===== config.mk =====
export PLATFORM = sky130hd
export DESIGN_NAME = acsf_top
export DESIGN_NICKNAME = d
export VERILOG_FILES = /design/src/acsf_pkg.sv /design/src/acsf_qualify.sv /design/src/acsf_irq.sv /design/src/acsf_top.sv
export SDC_FILE = /design/constraint.sdc
export NUM_CORES = 1
export LEC_CHECK = 0
export ABC_AREA = 1
export CAP_MARGIN = 20
export CORE_MARGIN = 8
export CORE_UTILIZATION = 29
export CTS_CLUSTER_DIAMETER = 100
export DETAILED_ROUTE_END_ITERATION = 10
export DONT_BUFFER_PORTS = 1
export GPL_ROUTABILITY_DRIVEN = 1
export PLACE_DENSITY = 0.55
export REMOVE_ABC_BUFFERS = 1
export SLEW_MARGIN = 5
export SYNTH_ARGS = -nofsm -noshare
export SYNTH_HDL_FRONTEND = slang
export SYNTH_HIERARCHICAL = 1
export SYNTH_SLANG_ARGS = --single-unit

===== constraint.sdc =====
create_clock -name aclk -period 3.52 [get_ports aclk]
set_input_delay 0.528 -clock aclk [delete_from_list [all_inputs] [get_ports aclk]]
set_output_delay 0.528 -clock aclk [all_outputs]
set_load 0.02 [all_outputs]

===== src/acsf_pkg.sv =====
/*
 * acsf_pkg: constants and types shared by the alert sample filter block.
 * Assumes a 40 MHz aclk and word-aligned AXI4-Lite register access.
 */
package acsf_pkg;
    // register indices; byte address is four times the index
    localparam logic [7:0] IDX_OC_COUNT  = 8'h44;
    localparam logic [7:0] IDX_UC_COUNT  = 8'h45;
    localparam logic [7:0] IDX_OP_COUNT  = 8'h46;
    localparam logic [7:0] IDX_HV_COUNT  = 8'h47;
    localparam logic [7:0] IDX_ENABLE    = 8'h49;
    localparam logic [7:0] IDX_REFRESH   = 8'h50;
    localparam logic [7:0] IDX_STATUS    = 8'h51;
    localparam logic [7:0] IDX_MASK      = 8'h52;
    localparam int         ADDR_W        = 10;
    localparam int         IDX_LSB       = 2;

    localparam logic [7:0]  COUNT_RESET  = 8'h00;
    localparam logic [23:0] ENABLE_RESET = 24'h000000;
    localparam logic [15:0] STATUS_RESET = 16'h0000;
    localparam logic [15:0] MASK_RESET   = 16'h0000;

    // enable register field positions, channel 1 in the msb of each nibble
    localparam int EN_OC_LSB = 20;
    localparam int EN_UC_LSB = 16;
    localparam int EN_HV_LSB = 12;
    localparam int EN_OP_LSB = 4;

    localparam int NUM_CH    = 4;
    localparam int NUM_KIND  = 4;
    localparam int FIELD_W   = 2;
    localparam int CNT_W     = 5;

    localparam logic [1:0] CODE_1  = 2'h0;
    localparam logic [1:0] CODE_4  = 2'h1;
    localparam logic [1:0] CODE_8  = 2'h2;
    localparam logic [4:0] SAMPLES_1  = 5'h01;
    localparam logic [4:0] SAMPLES_4  = 5'h04;
    localparam logic [4:0] SAMPLES_8  = 5'h08;
    localparam logic [4:0] SAMPLES_16 = 5'h10;

    localparam logic [1:0] RESP_OKAY   = 2'h0;
    localparam logic [1:0] RESP_SLVERR = 2'h2;

    // limit comparator results, channel 1 in bit 3
    typedef struct packed {
        logic [3:0] overcurrent;
        logic [3:0] undercurrent;
        logic [3:0] overpower;
        logic [3:0] high_voltage;
    } acsf_exceed_s;

    function automatic logic [4:0] acsf_target(input logic [1:0] code);
        case (code)
            CODE_1:  acsf_target = SAMPLES_1;
            CODE_4:  acsf_target = SAMPLES_4;
            CODE_8:  acsf_target = SAMPLES_8;
            default: acsf_target = SAMPLES_16;
        endcase
    endfunction : acsf_target
endpackage : acsf_pkg


===== src/acsf_qualify.sv =====
/*
 * acsf_qualify: consecutive-sample counter for one channel and one limit.
 * Assumes sample is a one-cycle conversion-complete pulse on aclk.
 */
`timescale 1ns/1ps
module acsf_qualify (
    input  wire logic       aclk,
    input  wire logic       aresetn,
    input  wire logic       ce,
    input  wire logic       sample,
    input  wire logic       exceed,
    input  wire logic [1:0] code,
    output logic            qualified
);
    logic [4:0] count;
    logic [4:0] next_count;
    logic       next_qualified;
    logic [4:0] target;

    always_comb begin
        target         = acsf_pkg::acsf_target(code);
        next_count     = count;
        next_qualified = qualified;
        if (sample) begin
            if (exceed) begin
                if (count < target) begin
                    next_count = count + 5'h01;
                end
                next_qualified = (next_count >= target);
            end else begin
                // one clean conversion drops the alert at once
                next_count     = 5'h00;
                next_qualified = 1'b0;
            end
        end
    end

    always_ff @(posedge aclk) begin
        if (!aresetn) begin
            count     <= 5'h00;
            qualified <= 1'b0;
        end else if (ce) begin
            count     <= next_count;
            qualified <= next_qualified;
        end
    end

    count_hold_a: assert property (
        @(posedge aclk) disable iff (!aresetn)
        (ce && !sample) |=> $stable(count) && $stable(qualified))
        else $error("count moved without a conversion");
    miss_clears_a: assert property (
        @(posedge aclk) disable iff (!aresetn)
        (ce && sample && !exceed) |=> (count == 5'h00) && !qualified)
        else $error("clean sample did not clear the run");
    qual_needs_run_a: assert property (
        @(posedge aclk) disable iff (!aresetn)
        $rose(qualified) |-> (count == target) && $past(exceed))
        else $error("alert raised before the full run");
endmodule : acsf_qualify


===== src/acsf_irq.sv =====
/*
 * acsf_irq: sticky write-one-to-clear event status, mask and interrupt.
 * Assumes set and clr are one-cycle pulses from the same aclk domain.
 */
`timescale 1ns/1ps
module acsf_irq (
    input  wire logic        aclk,
    input  wire logic        aresetn,
    input  wire logic        ce,
    input  wire logic [15:0] set,
    input  wire logic [15:0] clr,
    input  wire logic [15:0] mask,
    output logic      [15:0] status,
    output logic             irq
);
    logic [15:0] next_status;
    logic        next_irq;

    always_comb begin
        // a set landing with its clear is kept
        next_status = (status & ~clr) | set;
        next_irq    = |(next_status & mask);
    end

    always_ff @(posedge aclk) begin
        if (!aresetn) begin
            status <= acsf_pkg::STATUS_RESET;
            irq    <= 1'b0;
        end else if (ce) begin
            status <= next_status;
            irq    <= next_irq;
        end
    end

    set_wins_a: assert property (@(posedge aclk) disable iff (!aresetn)
        (ce && |set) |=> ((status & $past(set)) == $past(set)))
        else $error("event lost against a clear");
endmodule : acsf_irq


===== src/acsf_top.sv =====
/*
 * acsf_top: alert consecutive-sample filter with AXI4-Lite registers.
 * Assumes limit comparators drive exceed, valid when conv_done pulses.
 */
// The AXI4-Lite slave port was decided locally.
`timescale 1ns/1ps
// Functional notes
// - undercurrent alert rises only after the programmed run of samples.
// - overpower alert rises only after the programmed run of samples.
// - high-voltage alert rises only after the programmed run of samples.
// - field codes 0,1,2,3 demand 1, 4, 8 and 16 consecutive samples.
// - every count field resets to code 0, one sample qualifies.
// - overcurrent fields: ch2 bits 5-4, ch3 bits 3-2, ch4 bits 1-0.
// - undercurrent fields: ch1 7-6, ch2 5-4, ch3 3-2, ch4 1-0.
// - overpower fields: ch1 7-6, ch2 5-4, ch3 3-2, ch4 1-0.
// - high-voltage fields: ch1 7-6, ch2 5-4, ch3 3-2, ch4 1-0.
// - a channel counter saturates at its target until a conversion shows no excess.
// - one clean conversion after the alert clears it.
// - a qualified alert reaches its pin only when enabled.
// - written enables act only after a refresh command.
module acsf_top (
    input  wire logic                  aclk,
    input  wire logic                  aresetn,
    input  wire logic                  ce,
    input  wire logic                  conv_done,
    input  wire acsf_pkg::acsf_exceed_s exceed,
    output logic [15:0]                alert_out,
    output logic                       irq,
    input  wire logic [9:0]            awaddr,
    input  wire logic                  awvalid,
    output logic                       awready,
    input  wire logic [31:0]           wdata,
    input  wire logic [3:0]            wstrb,
    input  wire logic                  wvalid,
    output logic                       wready,
    output logic [1:0]                 bresp,
    output logic                       bvalid,
    input  wire logic                  bready,
    input  wire logic [9:0]            araddr,
    input  wire logic                  arvalid,
    output logic                       arready,
    output logic [31:0]                rdata,
    output logic [1:0]                 rresp,
    output logic                       rvalid,
    input  wire logic                  rready
);
    // count registers per kind: 3 overcurrent, 2 undercurrent,
    // 1 overpower, 0 high voltage
    logic [3:0][7:0] count_reg;
    logic [3:0][7:0] next_count_reg;
    logic [23:0]     enable_reg;
    logic [23:0]     next_enable_reg;
    logic [23:0]     enable_active;
    logic [23:0]     next_enable_active;
    logic [15:0]     mask_reg;
    logic [15:0]     next_mask_reg;
    logic [15:0]     status;
    logic [15:0]     status_clr;
    logic [15:0]     qual_flat;
    logic [15:0]     gated;
    logic [15:0]     next_alert_out;
    logic [15:0]     exceed_flat;

    // write channel state
    logic            aw_full;
    logic            w_full;
    logic [7:0]      aw_idx;
    logic [31:0]     w_data;
    logic [3:0]      w_strb;
    logic            next_aw_full;
    logic            next_w_full;
    logic [7:0]      next_aw_idx;
    logic [31:0]     next_w_data;
    logic [3:0]      next_w_strb;
    logic            next_awready;
    logic            next_wready;
    logic            next_bvalid;
    logic [1:0]      next_bresp;
    logic            do_write;
    logic            refresh;
    // read channel state
    logic            next_arready;
    logic            next_rvalid;
    logic [31:0]     next_rdata;
    logic [1:0]      next_rresp;
    logic [7:0]      ar_idx;

    assign exceed_flat = exceed;

    // sixteen filters, one per kind and channel
    for (genvar k = 0; k < acsf_pkg::NUM_KIND; k++) begin : g_kind
        for (genvar c = 0; c < acsf_pkg::NUM_CH; c++) begin : g_ch
            // channel 1 in the msb field
            // and in the msb of each nibble, matching the enable layout
            localparam int POS = acsf_pkg::NUM_CH - 1 - c;
            acsf_qualify u_qual (
                .aclk      (aclk),
                .aresetn   (aresetn),
                .ce        (ce),
                .sample    (conv_done),
                .exceed    (exceed_flat[k*acsf_pkg::NUM_CH + POS]),
                .code      (count_reg[k][POS*acsf_pkg::FIELD_W +:
                                         acsf_pkg::FIELD_W]),
                .qualified (qual_flat[k*acsf_pkg::NUM_CH + POS])
            );
        end
    end

    // enables rearranged into the status layout
    always_comb begin
        gated = qual_flat & {enable_active[acsf_pkg::EN_OC_LSB +: 4],
                             enable_active[acsf_pkg::EN_UC_LSB +: 4],
                             enable_active[acsf_pkg::EN_OP_LSB +: 4],
                             enable_active[acsf_pkg::EN_HV_LSB +: 4]};
        next_alert_out = gated;
    end

    acsf_irq u_irq (
        .aclk    (aclk),
        .aresetn (aresetn),
        .ce      (ce),
        .set     (gated & ~alert_out),
        .clr     (status_clr),
        .mask    (mask_reg),
        .status  (status),
        .irq     (irq)
    );

    // write path: address and data taken in either order
    always_comb begin
        next_aw_full    = aw_full;
        next_w_full     = w_full;
        next_aw_idx     = aw_idx;
        next_w_data     = w_data;
        next_w_strb     = w_strb;
        next_bvalid     = bvalid;
        next_bresp      = bresp;
        next_count_reg  = count_reg;
        next_enable_reg = enable_reg;
        next_mask_reg   = mask_reg;
        status_clr      = 16'h0000;
        refresh         = 1'b0;
        if (awvalid && awready) begin
            next_aw_full = 1'b1;
            next_aw_idx  = awaddr[acsf_pkg::IDX_LSB +: 8];
        end
        if (wvalid && wready) begin
            next_w_full = 1'b1;
            next_w_data = wdata;
            next_w_strb = wstrb;
        end
        if (bvalid && bready) begin
            next_bvalid = 1'b0;
        end
        do_write = aw_full && w_full && !bvalid;
        if (do_write) begin
            next_aw_full = 1'b0;
            next_w_full  = 1'b0;
            next_bvalid  = 1'b1;
            next_bresp   = acsf_pkg::RESP_OKAY;
            if (aw_idx == acsf_pkg::IDX_OC_COUNT) begin
                if (w_strb[0]) next_count_reg[3] = w_data[7:0];
            end else if (aw_idx == acsf_pkg::IDX_UC_COUNT) begin
                if (w_strb[0]) next_count_reg[2] = w_data[7:0];
            end else if (aw_idx == acsf_pkg::IDX_OP_COUNT) begin
                if (w_strb[0]) next_count_reg[1] = w_data[7:0];
            end else if (aw_idx == acsf_pkg::IDX_HV_COUNT) begin
                if (w_strb[0]) next_count_reg[0] = w_data[7:0];
            end else if (aw_idx == acsf_pkg::IDX_ENABLE) begin
                for (int b = 0; b < 3; b++) begin
                    if (w_strb[b]) next_enable_reg[b*8 +: 8] = w_data[b*8 +: 8];
                end
            end else if (aw_idx == acsf_pkg::IDX_REFRESH) begin
                refresh = 1'b1;
            end else if (aw_idx == acsf_pkg::IDX_STATUS) begin
                status_clr = w_data[15:0] & {{8{w_strb[1]}}, {8{w_strb[0]}}};
            end else if (aw_idx == acsf_pkg::IDX_MASK) begin
                for (int b = 0; b < 2; b++) begin
                    if (w_strb[b]) next_mask_reg[b*8 +: 8] = w_data[b*8 +: 8];
                end
            end else begin
                next_bresp = acsf_pkg::RESP_SLVERR;
            end
        end
        next_awready = !next_aw_full;
        next_wready  = !next_w_full;
        // staged enables go live on refresh; a live alert would glitch otherwise
        next_enable_active = refresh ? enable_reg : enable_active;
    end

    // read path: one cycle from address to data
    always_comb begin
        next_rvalid = rvalid;
        next_rdata  = rdata;
        next_rresp  = rresp;
        ar_idx      = araddr[acsf_pkg::IDX_LSB +: 8];
        if (rvalid && rready) begin
            next_rvalid = 1'b0;
        end
        if (arvalid && arready) begin
            next_rvalid = 1'b1;
            next_rresp  = acsf_pkg::RESP_OKAY;
            next_rdata  = 32'h00000000;
            if (ar_idx == acsf_pkg::IDX_OC_COUNT) begin
                next_rdata[7:0] = count_reg[3];
            end else if (ar_idx == acsf_pkg::IDX_UC_COUNT) begin
                next_rdata[7:0] = count_reg[2];
            end else if (ar_idx == acsf_pkg::IDX_OP_COUNT) begin
                next_rdata[7:0] = count_reg[1];
            end else if (ar_idx == acsf_pkg::IDX_HV_COUNT) begin
                next_rdata[7:0] = count_reg[0];
            end else if (ar_idx == acsf_pkg::IDX_ENABLE) begin
                next_rdata[23:0] = enable_reg;
            end else if (ar_idx == acsf_pkg::IDX_REFRESH) begin
                next_rdata[23:0] = enable_active;
            end else if (ar_idx == acsf_pkg::IDX_STATUS) begin
                next_rdata[15:0] = status;
            end else if (ar_idx == acsf_pkg::IDX_MASK) begin
                next_rdata[15:0] = mask_reg;
            end else begin
                next_rresp = acsf_pkg::RESP_SLVERR;
            end
        end
        next_arready = !next_rvalid;
    end

    always_ff @(posedge aclk) begin
        if (!aresetn) begin
            count_reg     <= {4{acsf_pkg::COUNT_RESET}};
            enable_reg    <= acsf_pkg::ENABLE_RESET;
            enable_active <= acsf_pkg::ENABLE_RESET;
            mask_reg      <= acsf_pkg::MASK_RESET;
            alert_out     <= 16'h0000;
            aw_full       <= 1'b0;
            w_full        <= 1'b0;
            aw_idx        <= 8'h00;
            w_data        <= 32'h00000000;
            w_strb        <= 4'h0;
            awready       <= 1'b0;
            wready        <= 1'b0;
            bvalid        <= 1'b0;
            bresp         <= acsf_pkg::RESP_OKAY;
            arready       <= 1'b0;
            rvalid        <= 1'b0;
            rdata         <= 32'h00000000;
            rresp         <= acsf_pkg::RESP_OKAY;
        end else if (ce) begin
            count_reg     <= next_count_reg;
            enable_reg    <= next_enable_reg;
            enable_active <= next_enable_active;
            mask_reg      <= next_mask_reg;
            alert_out     <= next_alert_out;
            aw_full       <= next_aw_full;
            w_full        <= next_w_full;
            aw_idx        <= next_aw_idx;
            w_data        <= next_w_data;
            w_strb        <= next_w_strb;
            awready       <= next_awready;
            wready        <= next_wready;
            bvalid        <= next_bvalid;
            bresp         <= next_bresp;
            arready       <= next_arready;
            rvalid        <= next_rvalid;
            rdata         <= next_rdata;
            rresp         <= next_rresp;
        end
    end

    reset_counts_a: assert property (@(posedge aclk)
        !aresetn |=> count_reg == {4{acsf_pkg::COUNT_RESET}})
        else $error("count fields not cleared by reset");
    alert_gated_a: assert property (
        @(posedge aclk) disable iff (!aresetn)
        ce |=> (alert_out & ~$past(qual_flat)) == 16'h0000)
        else $error("alert pin without a qualified condition");
    enable_refresh_a: assert property (
        @(posedge aclk) disable iff (!aresetn)
        (ce && !refresh) |=> $stable(enable_active))
        else $error("live enables changed without refresh");
    refresh_load_a: assert property (
        @(posedge aclk) disable iff (!aresetn)
        (ce && refresh) |=> enable_active == $past(enable_reg))
        else $error("refresh did not load enables");
    one_sample_a: assert property (
        @(posedge aclk) disable iff (!aresetn)
        (ce && conv_done && count_reg[1][7:6] == acsf_pkg::CODE_1
         && exceed_flat[7] && $stable(count_reg)) |=> qual_flat[7])
        else $error("code 0 overpower ch1 not raised on one sample");
    uc_one_sample_a: assert property (
        @(posedge aclk) disable iff (!aresetn)
        (ce && conv_done && count_reg[2][5:4] == acsf_pkg::CODE_1
         && exceed_flat[10] && $stable(count_reg)) |=> qual_flat[10])
        else $error("code 0 undercurrent ch2 not raised on one sample");
    hv_one_sample_a: assert property (
        @(posedge aclk) disable iff (!aresetn)
        (ce && conv_done && count_reg[0][1:0] == acsf_pkg::CODE_1
         && exceed_flat[0] && $stable(count_reg)) |=> qual_flat[0])
        else $error("code 0 high-voltage ch4 not raised on one sample");
    read_resp_a: assert property (@(posedge aclk) disable iff (!aresetn)
        (ce && arvalid && arready) |=> rvalid)
        else $error("read response missing");
    // irq is built from the next status, so it never lags the status bit
    irq_level_a: assert property (@(posedge aclk) disable iff (!aresetn)
        ce |=> irq == |(status & $past(mask_reg)))
        else $error("interrupt level does not follow status and mask");
    write_resp_a: assert property (@(posedge aclk) disable iff (!aresetn)
        (ce && do_write) |=> bvalid)
        else $error("write response missing");
endmodule : acsf_top


==> flow_metrics.tcl, run 1 <==
set metrics [dict create \
    finalWeightedCongestion 0.819 \
    worst-path-max-fanout 5 \
    max_slew.worst_pin.slew_ps 993 \
    power_density_mw_per_mm2 403 \
    die-height_um 263 \
    drc_errors 0 \
    grtUsageTotal_pct 14.4 \
    worstSetupPathDepth 18 \
    final_min_period_over_clock_period_pct 78.3 \
    setup_total_negative_slack_ps 0 \
    core-area_mm2 0.0604 \
    worst_setup_path_end "g_kind[2].g_ch[1].u_qual/qualified$_SDFFE_PN0P_" \
    synthDistinctLibCells 42 \
    cpPeakStageDelay_ps 500 \
    path_clk_slew_ps 60 \
    initial_utilization_pct 29.3 \
    clk_latency_ps 540 \
    cts-buffers-inserted 38 \
    layout.cells.most_common "sky130_fd_sc_hd__nand2_1" \
    width_of_the_die_um 263 \
    numClockSinks 293 \
    yosys_most_used_dff "sky130_fd_sc_hd__dfxtp_1" \
    synthesis.area_per_instance_um2 6.90 \
    max-slew-margin-rel_pct 33.8 \
    crit_path_top_delay_cell "sky130_fd_sc_hd__dfxtp_1" \
    floorplan.die_area_mm2 0.0692 \
    routed_wirelength_um 51100 \
    clock-root-buffer "sky130_fd_sc_hd__clkbuf_16" \
    yosys.area.top_type_share_pct 33.2 \
    critPathRequiredTime_ps 3990 \
    critical_path.startpoint "count_reg[20]$_SDFFE_PN0P_" \
    cell_count_after_synthesis 2565 \
    vdd.ir_drop.worst_mv 0.335 \
    cts_resized 0 \
    yosysTopAreaCell "sky130_fd_sc_hd__dfxtp_1" \
    post_synthesis_sequential_area_ratio_pct 33.2 \
    max_cap_viol_count 0 \
    start_kind "flip-flop" \
    timing.reg2reg.worst_path_depth 18 \
    number_of_buffers_and_inverters_on_the_critical_path 3 \
    yosys_register_bits 293 \
    antenna_violating_nets_post_route 0 \
    finalMaxSlewViolations 0 \
    synth_top_cells_by_area "sky130_fd_sc_hd__dfxtp_1, sky130_fd_sc_hd__nand2_1, sky130_fd_sc_hd__ha_1" \
    total_leakage_power_nw 8.48 \
    postCtsSetupRepairBufs 0 \
    setup_viol 0 \
    max_clock_freq_mhz 363 \
    drive_gt1_share_pct 11.5 \
    cts_tree "built" \
    worstPathCellList "inv_1, or2_2, ha_1, nand2_1, nand2_1, a21oi_2, nand2_2, nor2_4, nand3_2, xor2_1, inv_2, ha_1, nand2_1, inv_1, nand2_1, nand2_1, nand2_1, a21oi_1" \
    whs_path_depth 1 \
    crit_path_frequent_cell "sky130_fd_sc_hd__nand2_1" \
    cp.arrival_ps 3220 \
    drt_pre_antenna_iters 5 \
    post_cts_hold_buffer_count 0 \
    pin_count_of_the_biggest_net_entering_global_routing 133 \
    detailed_place_hpwl_um 37500 \
    area_growth_pct 12.2 \
    timing.rr.start "count_reg[20]$_SDFFE_PN0P_" \
    grt_antenna_before_repair 3 \
    routed_wire_length_per_instance_um 15.2 \
    detailroute.via_count 15400 \
    finish.utilization_pct 32.9 \
    cts-htree-levels 2 \
    rows 90 \
    hold_path.class "in -> reg" \
    max_reg_flops 80 \
    dr_iter_0_viols 1082 \
    postSynth.asyncResetShare_pct 0 \
    total_power_mw 7.99 \
    synth_area_mm2 0.0177 \
    num_io_pins 139 \
    min_period_ps 2760 \
    crit-reg2reg-capture "g_kind[2].g_ch[1].u_qual/qualified$_SDFFE_PN0P_" \
    rsz0062_at_grt "false" \
    port_buffers 0 \
    flop_to_flop_setup_slack_ps 760 \
    critical-path-top-delay-family "simple AND/OR/NAND/NOR gates" \
    number_of_nets_in_the_finished_design 2771 \
    grt_pass1_wl_um 81100 \
    run_status "completed" \
    synth-warning-count 6 \
    timing.critical_path.to_type "flip-flop" \
    vias_in_the_first_global_route 14500 \
    detail_routed_via_count_per_cell 4.58 \
    crit_type "reg -> reg" \
    grt_overflow_total 0 \
    timing.clock.skew_ps 12.3 \
    timing_hold_violations_final 0 \
    layout.cells.most_common_list "sky130_fd_sc_hd__nand2_1, sky130_fd_sc_hd__inv_1, sky130_fd_sc_hd__dfxtp_1" \
    number_of_synthesized_flops_with_an_enable_pin 0 \
    cts.path.max_buffers 3 \
]
==> synth_stat cells (33+ instances only) <==
cell type	instances
sky130_fd_sc_hd__dfxtp_1	293
sky130_fd_sc_hd__o21ai_0	136
sky130_fd_sc_hd__inv_1	395
sky130_fd_sc_hd__nand2_1	649
sky130_fd_sc_hd__a21oi_2	33
sky130_fd_sc_hd__a21oi_1	261
sky130_fd_sc_hd__nand2_2	34
sky130_fd_sc_hd__nor2_1	164
sky130_fd_sc_hd__nand3_2	35
sky130_fd_sc_hd__nand3_1	76
sky130_fd_sc_hd__nor3_1	43
sky130_fd_sc_hd__xor2_1	64
sky130_fd_sc_hd__ha_1	128
sky130_fd_sc_hd__clkbuf_1	40
==> metrics by stage <==
| step | worst slack, ps | hold WS [ps] | instances | cell area (µm²) |
|---|---|---|---|---|
| 6_report | 763 | 106 | 3372 | 19800 |
| 5_1_grt | 490 | 81.9 | 3371 | 19800 |
| 4_1_cts | 749 | 69.5 | 3370 | 19800 |
| 3_5_place_dp | 782 | 439 | 3304 | 18500 |
| 3_3_place_gp | 808 | 439 | 3304 | 18500 |
| 2_1_floorplan | 1030 | 429 | 2503 | 17400 |
==> cell families (layout without fill, tap and decap cells) <==
family / count (synthesis) / after routing / share of synthesized area, %
flip-flops: 293 / 293 / 33.2
buffers and inverters: 497 / 511 / 11.0
AND/OR/NAND/NOR: 1108 / 1108 / 28.7
other: 1 / 12 / 0.0212
AO/OA/AOI/OAI: 474 / 474 / 14.9
XOR/XNOR: 64 / 64 / 3.17
adder cells (fa/ha/maj): 128 / 128 / 9.05
==> metal layers <==
| layer | track usage (%) | up-vias | routed length, µm |
|---|---|---|---|
| met5 | 0 | - | 10 |
| met4 | 3.66 | 2 | 985 |
| met3 | 3.61 | 55 | 3800 |
| met2 | 23.0 | 344 | 22300 |
| met1 | 19.3 | 6859 | 24000 |
| li1 | - | 8167 | - |
==> area by class of cell <==
cell class                 instances  area, µm²
sequential                       293       5870
timing repair buffer              19        143
inverter                         426       1600
tap                              782        978
clock buffer                      48       1090
fill                            6540      40500
multi-input combinational       1784       9920
antenna                            2       5.00
clock inverter                    18        236
==> worst min path at each step <==
stage / slack, ps / from / endpoint
floorplan: 430 / w_data[16]$_SDFFE_PN0P_ / enable_reg[16]$_SDFFE_PN0P_
detailed placement: 440 / w_data[20]$_SDFFE_PN0P_ / enable_reg[20]$_SDFFE_PN0P_
finish: 110 / ce / alert_out[9]$_SDFFE_PN0P_
global placement: 440 / w_data[20]$_SDFFE_PN0P_ / enable_reg[20]$_SDFFE_PN0P_
CTS: 70 / ce / alert_out[9]$_SDFFE_PN0P_
global route: 80 / ce / alert_out[9]$_SDFFE_PN0P_
==> power breakdown <==
group | switching (mW) | total [mW] | internal (mW)
Clock | 1.55 | 4.11 | 2.57
Sequential | 0.0749 | 3.46 | 3.38
Combinational | 0.301 | 0.425 | 0.124
Total | 1.92 | 7.99 | 6.07
Power figures use the tool's default switching activity.
==> inputs of run 2 (changes only) <==
--- a/config.mk
+++ b/config.mk
@@ -13,7 +13,7 @@
 export DETAILED_ROUTE_END_ITERATION = 10
 export DONT_BUFFER_PORTS = 1
 export GPL_ROUTABILITY_DRIVEN = 1
-export PLACE_DENSITY = 0.55
+export PLACE_DENSITY = 0.56
 export REMOVE_ABC_BUFFERS = 1
 export SLEW_MARGIN = 5
 export SYNTH_ARGS = -nofsm -noshare
==> constraint.sdc (replaced) <==
create_clock -name aclk -period 2.4 [get_ports aclk]
set_input_delay 0.36 -clock aclk [delete_from_list [all_inputs] [get_ports aclk]]
set_output_delay 0.36 -clock aclk [all_outputs]
set_load 0.02 [all_outputs]
==> run 2 against run 1 <==
  * The run now ends with setup timing left
  * Clock power grew 35%
  * Final area increased by 18%
  * Flip-flop and latch count unchanged
  * Global-route usage grew 1.5 points
  * Combinational power rose by 100%
  * Sequential power increased by 47%
  * Critical path depth down 1
  * Count of clock-buffer cells in the layout is 1 higher
  * Final cell count up 8.2%
  * Highest routed layer unchanged
==> flow_metrics.tcl, run 2 (synthesis gave the netlist of run 1 again) <==
set metrics [dict create \
    setup_total_negative_slack_ps -292 \
    grt_pass1_wl_um 89400 \
    rsz0062_at_grt "true" \
    max_cap_viol_count 0 \
    start_kind "flip-flop" \
    grt_antenna_before_repair 2 \
    width_of_the_die_um 263 \
    finalMaxSlewViolations 0 \
    detailed_place_hpwl_um 39600 \
    fillCellCount 6276 \
    pin_count_of_the_biggest_net_entering_global_routing 92 \
    area_growth_pct 32.3 \
    critPathRequiredTime_ps 2870 \
    footprint_of_the_multi_input_gates_mm2 0.0113 \
    routed_wire_length_per_instance_um 15.7 \
    drc_errors 0 \
    numClockSinks 293 \
    cp.arrival_ps 2940 \
    internal_power_contribution_mw 8.61 \
    clock-root-buffer "sky130_fd_sc_hd__clkbuf_16" \
    path_clk_slew_ps 60 \
    drive_gt1_share_pct 28.2 \
    switching_share_of_power_pct 24.8 \
    antenna_violating_nets_post_route 0 \
    power_density_mw_per_mm2 490 \
    final_min_period_over_clock_period_pct 103 \
    run_status "complete, but fails checks" \
    timing.clock.skew_ps 12.7 \
    crit_path_top_delay_cell "sky130_fd_sc_hd__dfxtp_2" \
    cts-buffers-inserted 35 \
    die-height_um 263 \
    netSwitchingPower_mw 2.84 \
    power.share.sequential_pct 44.3 \
    port_buffers 0 \
    crit_type "reg -> reg" \
    placedCellCount 3498 \
    clkPwrFrac_pct 48.2 \
    layout.cells.most_common "sky130_fd_sc_hd__nand2_1" \
    core-area_mm2 0.0604 \
    detail_routed_via_count_per_cell 4.63 \
    final_cell_count_no_fill 3648 \
    cts.path.max_buffers 3 \
    max-slew-margin-rel_pct 53.4 \
    max_reg_flops 80 \
    clk_latency_ps 540 \
    detailroute.via_count 16900 \
    initial_utilization_pct 29.3 \
    number_of_nets_in_the_finished_design 3052 \
    cts-htree-levels 2 \
    total_leakage_power_nw 10.1 \
    number_of_diodes_added_for_antenna_fixing 0 \
    min_period_ps 2470 \
    floorplan.die_area_mm2 0.0692 \
    register_area_mm2 0.00591 \
    drt_pre_antenna_iters 5 \
    max_slew.worst_pin.slew_ps 698 \
    hold_path.class "in -> reg" \
    num_io_pins 139 \
    power_frac_comb_pct 7.5 \
    timing.critical_path.to_type "flip-flop" \
    violations_in_the_final_reports "setup timing" \
    timing.hold.ws_ps 18.4 \
    worstPathCellList "inv_2, or2_4, ha_4, nand2_2, nand2_2, a21oi_4, nand2_4, nor3_2, xor2_1, inv_1, ha_1, nand2_2, inv_2, nand2_2, nand2_1, nand2_1, a21oi_1" \
    cpPeakStageDelay_ps 340 \
    dr_iter_0_viols 1012 \
    worst-path-max-fanout 4 \
    grtUsageTotal_pct 15.9 \
    vias_in_the_first_global_route 16400 \
    rows 90 \
    setup_viol 7 \
    layout.cells.most_common_list "sky130_fd_sc_hd__nand2_1, sky130_fd_sc_hd__inv_1, sky130_fd_sc_hd__buf_4" \
    layout.cell_area.non_filler_mm2 0.0234 \
    placement.cell_area_mm2 0.0200 \
    grt_overflow_total 0 \
    vdd.ir_drop.worst_mv 0.326 \
    finalWorstSetupSlack_ps -72.4 \
    place_worst_setup_slack_ps -153 \
    routed_wirelength_um 57400 \
    finish.utilization_pct 38.8 \
    max_clock_freq_mhz 404 \
    timing_hold_violations_final 0 \
    total_power_mw 11.5 \
    cts_tree "built" \
    crit_path_frequent_cell "sky130_fd_sc_hd__nand2_2" \
    finalWeightedCongestion 0.854 \
]
run 2: changes by cell type in the layout (fill, tap and decap cells not counted), sizes merged:
cell	change
clkbuf	+1
clkinv	-5
dlygate4sd3	+12
inv	-1
clkinvlp	+1
diode	-2
buf	+272
bufinv	-2
run 2: timing repair:
action | 4_1_cts | 5_1_grt
pin swaps | 95 | 153
setup endpoints to repair | 16 | 18
endpoints found under the hold margin | 94 | 0
hold buffers | 14 | 0
resized for setup | 134 | 184
buffers inserted | 47 | 29
gates cloned | 0 | 0
run 2: area by class of cell:
class                   instances  area share, %
multi-input cells            1784           48.4
clock inverters                11          0.615
inverters                     426           6.83
clock buffers                  49           4.45
flip-flops and latches        293           25.3
repair buffers                303           10.2
well taps                     782           4.18
run 2: power groups by stage:
stage	Combinational [mW]	Clock (mW)	Sequential, mW
6_report	0.854	5.53	5.07
5_1_grt	0.959	5.84	5.09
4_1_cts	0.774	5.65	5.07
3_5_place_dp	0.696	0	5.18
3_3_place_gp	0.691	0	5.18
2_1_floorplan	0.474	0	5.14
run 2: worst max-delay path: cells and delay by family, from the launching register on:
kind	cells	cell delay (ps)
compound gates	2	330
flops	1	340
xor+xnor	1	180
fa+ha+maj	2	550
simple gates	9	830
buf+inv	3	160
run 2: per-layer routing:
layer  track usage (%)  up-vias  share of wire (%)
li1                  -     8705                  -
met1              20.8     7756                 46
met2              26.0      349                 45
met3              3.54       96                5.9
met4              4.32        2                2.7
met5                 0        -              0.023
run 2: worst paths after layout:
| path | slack (ps) | from | cells past startpoint | to |
|---|---|---|---|---|
| max | -70 | count_reg[18]$_SDFFE_PN0P_ | 17 | g_kind[2].g_ch[2].u_qual/qualified$_SDFFE_PN0P_ |
| min | 20 | wdata[21] | 2 | w_data[21]$_SDFFE_PN0P_ |
| max reg2reg | -70 | count_reg[18]$_SDFFE_PN0P_ | 17 | g_kind[2].g_ch[2].u_qual/qualified$_SDFFE_PN0P_ |
| min reg2reg | 460 | w_data[22]$_SDFFE_PN0P_ | 2 | enable_reg[22]$_SDFFE_PN0P_ |
==> inputs of run 3 (changes only) <==
--- a/config.mk
+++ b/config.mk
@@ -5,7 +5,7 @@
 export SDC_FILE = /design/constraint.sdc
 export NUM_CORES = 1
 export LEC_CHECK = 0
-export ABC_AREA = 1
+export ABC_AREA = 0
 export CAP_MARGIN = 20
 export CORE_MARGIN = 8
 export CORE_UTILIZATION = 29
==> run 3 against run 2 <==
  * The run still ends with setup timing left
  * Sequential power shrank 2%
  * Register-to-register slack lost 230 ps
  * Clock skew grew 0.81 ps
  * Largest cell class unchanged
  * Highest routed layer is now met4
==> flow_metrics.tcl, run 3 <==
set metrics [dict create \
    yosysTopAreaCell "sky130_fd_sc_hd__dfxtp_1" \
    number_of_diodes_added_for_antenna_fixing 0 \
    grt_pass1_wl_um 101000 \
    crit-reg2reg-capture "g_kind[3].g_ch[0].u_qual/qualified$_SDFFE_PN0P_" \
    cp.arrival_ps 3170 \
    worstPathCellList "nand2b_4, ha_4, and4b_2, a221oi_2, buf_4, nand3_4, xnor2_2, ha_1, o211ai_1, or3_1, a2bb2oi_1, o21ai_1" \
    violations_in_the_final_reports "setup timing" \
    timing.clock.skew_ps 13.5 \
    max_reg_flops 80 \
    port_buffers 0 \
    postSynth.asyncResetShare_pct 0 \
    worstSetupPathDepth 12 \
    setup_total_negative_slack_ps -3600 \
    timing.rr.start "count_reg[30]$_SDFFE_PN0P_" \
    finalMaxSlewViolations 0 \
    vias_in_the_first_global_route 18300 \
    detailed_place_hpwl_um 43900 \
    timing.critical_path.to_type "flip-flop" \
    setup_viol 18 \
    area_growth_pct 41.2 \
    critPathRequiredTime_ps 2880 \
    start_kind "flip-flop" \
    timing.reg2reg.worst_path_depth 12 \
    crit_path_top_delay_cell "sky130_fd_sc_hd__dfxtp_4" \
    grt_overflow_total 0 \
    wl_met1_um 28300 \
    run_status "complete, but fails checks" \
    finish.utilization_pct 41.5 \
    yosys-top-cells-count "sky130_fd_sc_hd__nand2_1, sky130_fd_sc_hd__dfxtp_1, sky130_fd_sc_hd__nand3_1, sky130_fd_sc_hd__a21oi_1, sky130_fd_sc_hd__ha_1" \
    clk_latency_ps 550 \
    layout.cells.most_common_list "sky130_fd_sc_hd__buf_4, sky130_fd_sc_hd__nand2_1, sky130_fd_sc_hd__dfxtp_1" \
    cell_count_after_synthesis 2166 \
    cpPeakStageDelay_ps 360 \
    finalWorstSetupSlack_ps -299 \
    synth_area_mm2 0.0178 \
    footprint_of_the_multi_input_gates_mm2 0.0128 \
    highest_layer "met4" \
    power_density_mw_per_mm2 479 \
    pin_count_of_the_biggest_net_entering_global_routing 145 \
    dr_wl_met2_um 30700 \
    wl_met3_um 4240 \
    synthDistinctLibCells 64 \
    drt_pre_antenna_iters 7 \
    routed_wirelength_um 65200 \
    cts-buffers-inserted 37 \
    register_area_mm2 0.00599 \
    drc_errors 0 \
    core-area_mm2 0.0605 \
    timing_hold_violations_final 0 \
    antenna_violating_nets_post_route 0 \
    yosys_most_used_dff "sky130_fd_sc_hd__dfxtp_1" \
    width_of_the_die_um 264 \
    yosys_register_bits 293 \
    critical-path-top-delay-family "simple AND/OR/NAND/NOR gates" \
    numClockSinks 293 \
    post_synthesis_sequential_area_ratio_pct 33.0 \
    dr_iter_0_viols 1479 \
    max_cap_viol_count 0 \
    finalWeightedCongestion 0.860 \
    max_slew.worst_pin.slew_ps 1100 \
    max_clock_freq_mhz 371 \
    number_of_buffers_and_inverters_on_the_critical_path 1 \
    die-height_um 264 \
    number_of_nets_in_the_finished_design 2814 \
    clock-root-buffer "sky130_fd_sc_hd__clkbuf_16" \
    routed_wire_length_per_instance_um 19.1 \
    crit_type "reg -> reg" \
    min_period_ps 2700 \
    hold_start "aresetn" \
    grt_antenna_before_repair 4 \
    max-slew-margin-rel_pct 26.2 \
    num_io_pins 139 \
    number_of_synthesized_flops_with_an_enable_pin 0 \
    vdd.ir_drop.worst_mv 0.485 \
    synthMostInstantiatedCell "sky130_fd_sc_hd__nand2_1" \
    fillCellCount 5794 \
    synthesis.area_per_instance_um2 8.21 \
    min_delay_worst_endpoint "g_kind[0].g_ch[3].u_qual/qualified$_SDFFE_PN0P_" \
    path_clk_slew_ps 60 \
    detail_routed_via_count_per_cell 5.43 \
    flop_to_flop_setup_slack_ps -300 \
    worst-path-max-fanout 4 \
    initial_utilization_pct 29.4 \
    synth-warning-count 6 \
    synth_top_cells_by_area "sky130_fd_sc_hd__dfxtp_1, sky130_fd_sc_hd__ha_1, sky130_fd_sc_hd__nand2_1" \
    floorplan.die_area_mm2 0.0695 \
    total_leakage_power_nw 9.35 \
    hold_path.class "in -> reg" \
    drive_gt1_share_pct 29.6 \
    detailroute.via_count 18500 \
    yosys.area.top_type_share_pct 33.0 \
    cts-htree-levels 2 \
    final_min_period_over_clock_period_pct 112 \
    grtUsageTotal_pct 17.8 \
    whs_path_depth 2 \
    layout.cells.most_common "sky130_fd_sc_hd__buf_4" \
    cts_tree "built" \
    rows 90 \
    cts.path.max_buffers 3 \
    rsz0062_at_grt "true" \
]
run 3: metrics by stage:
stage	instances	cell area [µm²]	worst slack [ps]	hold WS, ps	power, mW
3_3_place_gp	3196	20800	-354	440	5.80
2_1_floorplan	2089	17400	-743	431	5.51
4_1_cts	3391	24600	-264	-55.5	12.1
3_5_place_dp	3196	20800	-466	444	5.81
5_1_grt	3411	25100	-382	-15.9	12.4
6_report	3411	25100	-299	3.35	12.0
run 3: cell type report:
class                      count  area share (%)
sequential                   293            23.9
clock inverter                17            1.10
tap                          782            3.90
clock buffer                  46            4.15
timing repair buffer         477            15.3
multi-input combinational   1762            51.2
inverter                      34           0.518
run 3: how the worst max path moves through the flow:
stage | from | end | slack [ps]
2_1_floorplan | aresetn | rdata[4]$_SDFFE_PN0P_ | -740
3_3_place_gp | count_reg[25]$_SDFFE_PN0P_ | g_kind[3].g_ch[3].u_qual/qualified$_SDFFE_PN0P_ | -350
3_5_place_dp | count_reg[25]$_SDFFE_PN0P_ | g_kind[3].g_ch[3].u_qual/qualified$_SDFFE_PN0P_ | -470
4_1_cts | count_reg[6]$_SDFFE_PN0P_ | g_kind[0].g_ch[0].u_qual/qualified$_SDFFE_PN0P_ | -260
5_1_grt | count_reg[30]$_SDFFE_PN0P_ | g_kind[3].g_ch[0].u_qual/qualified$_SDFFE_PN0P_ | -380
6_report | count_reg[30]$_SDFFE_PN0P_ | g_kind[3].g_ch[0].u_qual/qualified$_SDFFE_PN0P_ | -300
run 3: power by group:
| group | internal [mW] | switching, mW | total (mW) |
|---|---|---|---|
| logic | 0.458 | 0.478 | 0.936 |
| clock network | 3.83 | 2.29 | 6.12 |
| registers | 4.89 | 0.0722 | 4.96 |
run 3: repair_timing:
action / in CTS / in global routing
setup endpoints to repair: 17 / 30
hold endpoints to repair: 130 / 5
pin swaps: 119 / 81
gates resized for setup: 231 / 73
buffers inserted: 53 / 22
hold buffers: 79 / 1
run 3: cell families (layout without fill, tap and decap cells):
group,Yosys count,after routing,share of synthesized area [%]
flip-flops,293,293,33.0
other,1,10,0.0211
XOR/XNOR,64,64,3.15
multiplexers,64,64,3.81
buffers and inverters,120,574,3.18
AND/OR/NAND/NOR,936,936,27.1
AO/OA/AOI/OAI,560,560,20.7
adder cells (fa/ha/maj),128,128,9.01
run 3: layer usage:
layer  global-route usage, %  vias to the layer above
li1                        -                     8857
met1                    22.6                     8958
met2                    30.0                      583
met3                    3.51                      133
met4                    5.75                        0
met5                       0                        -
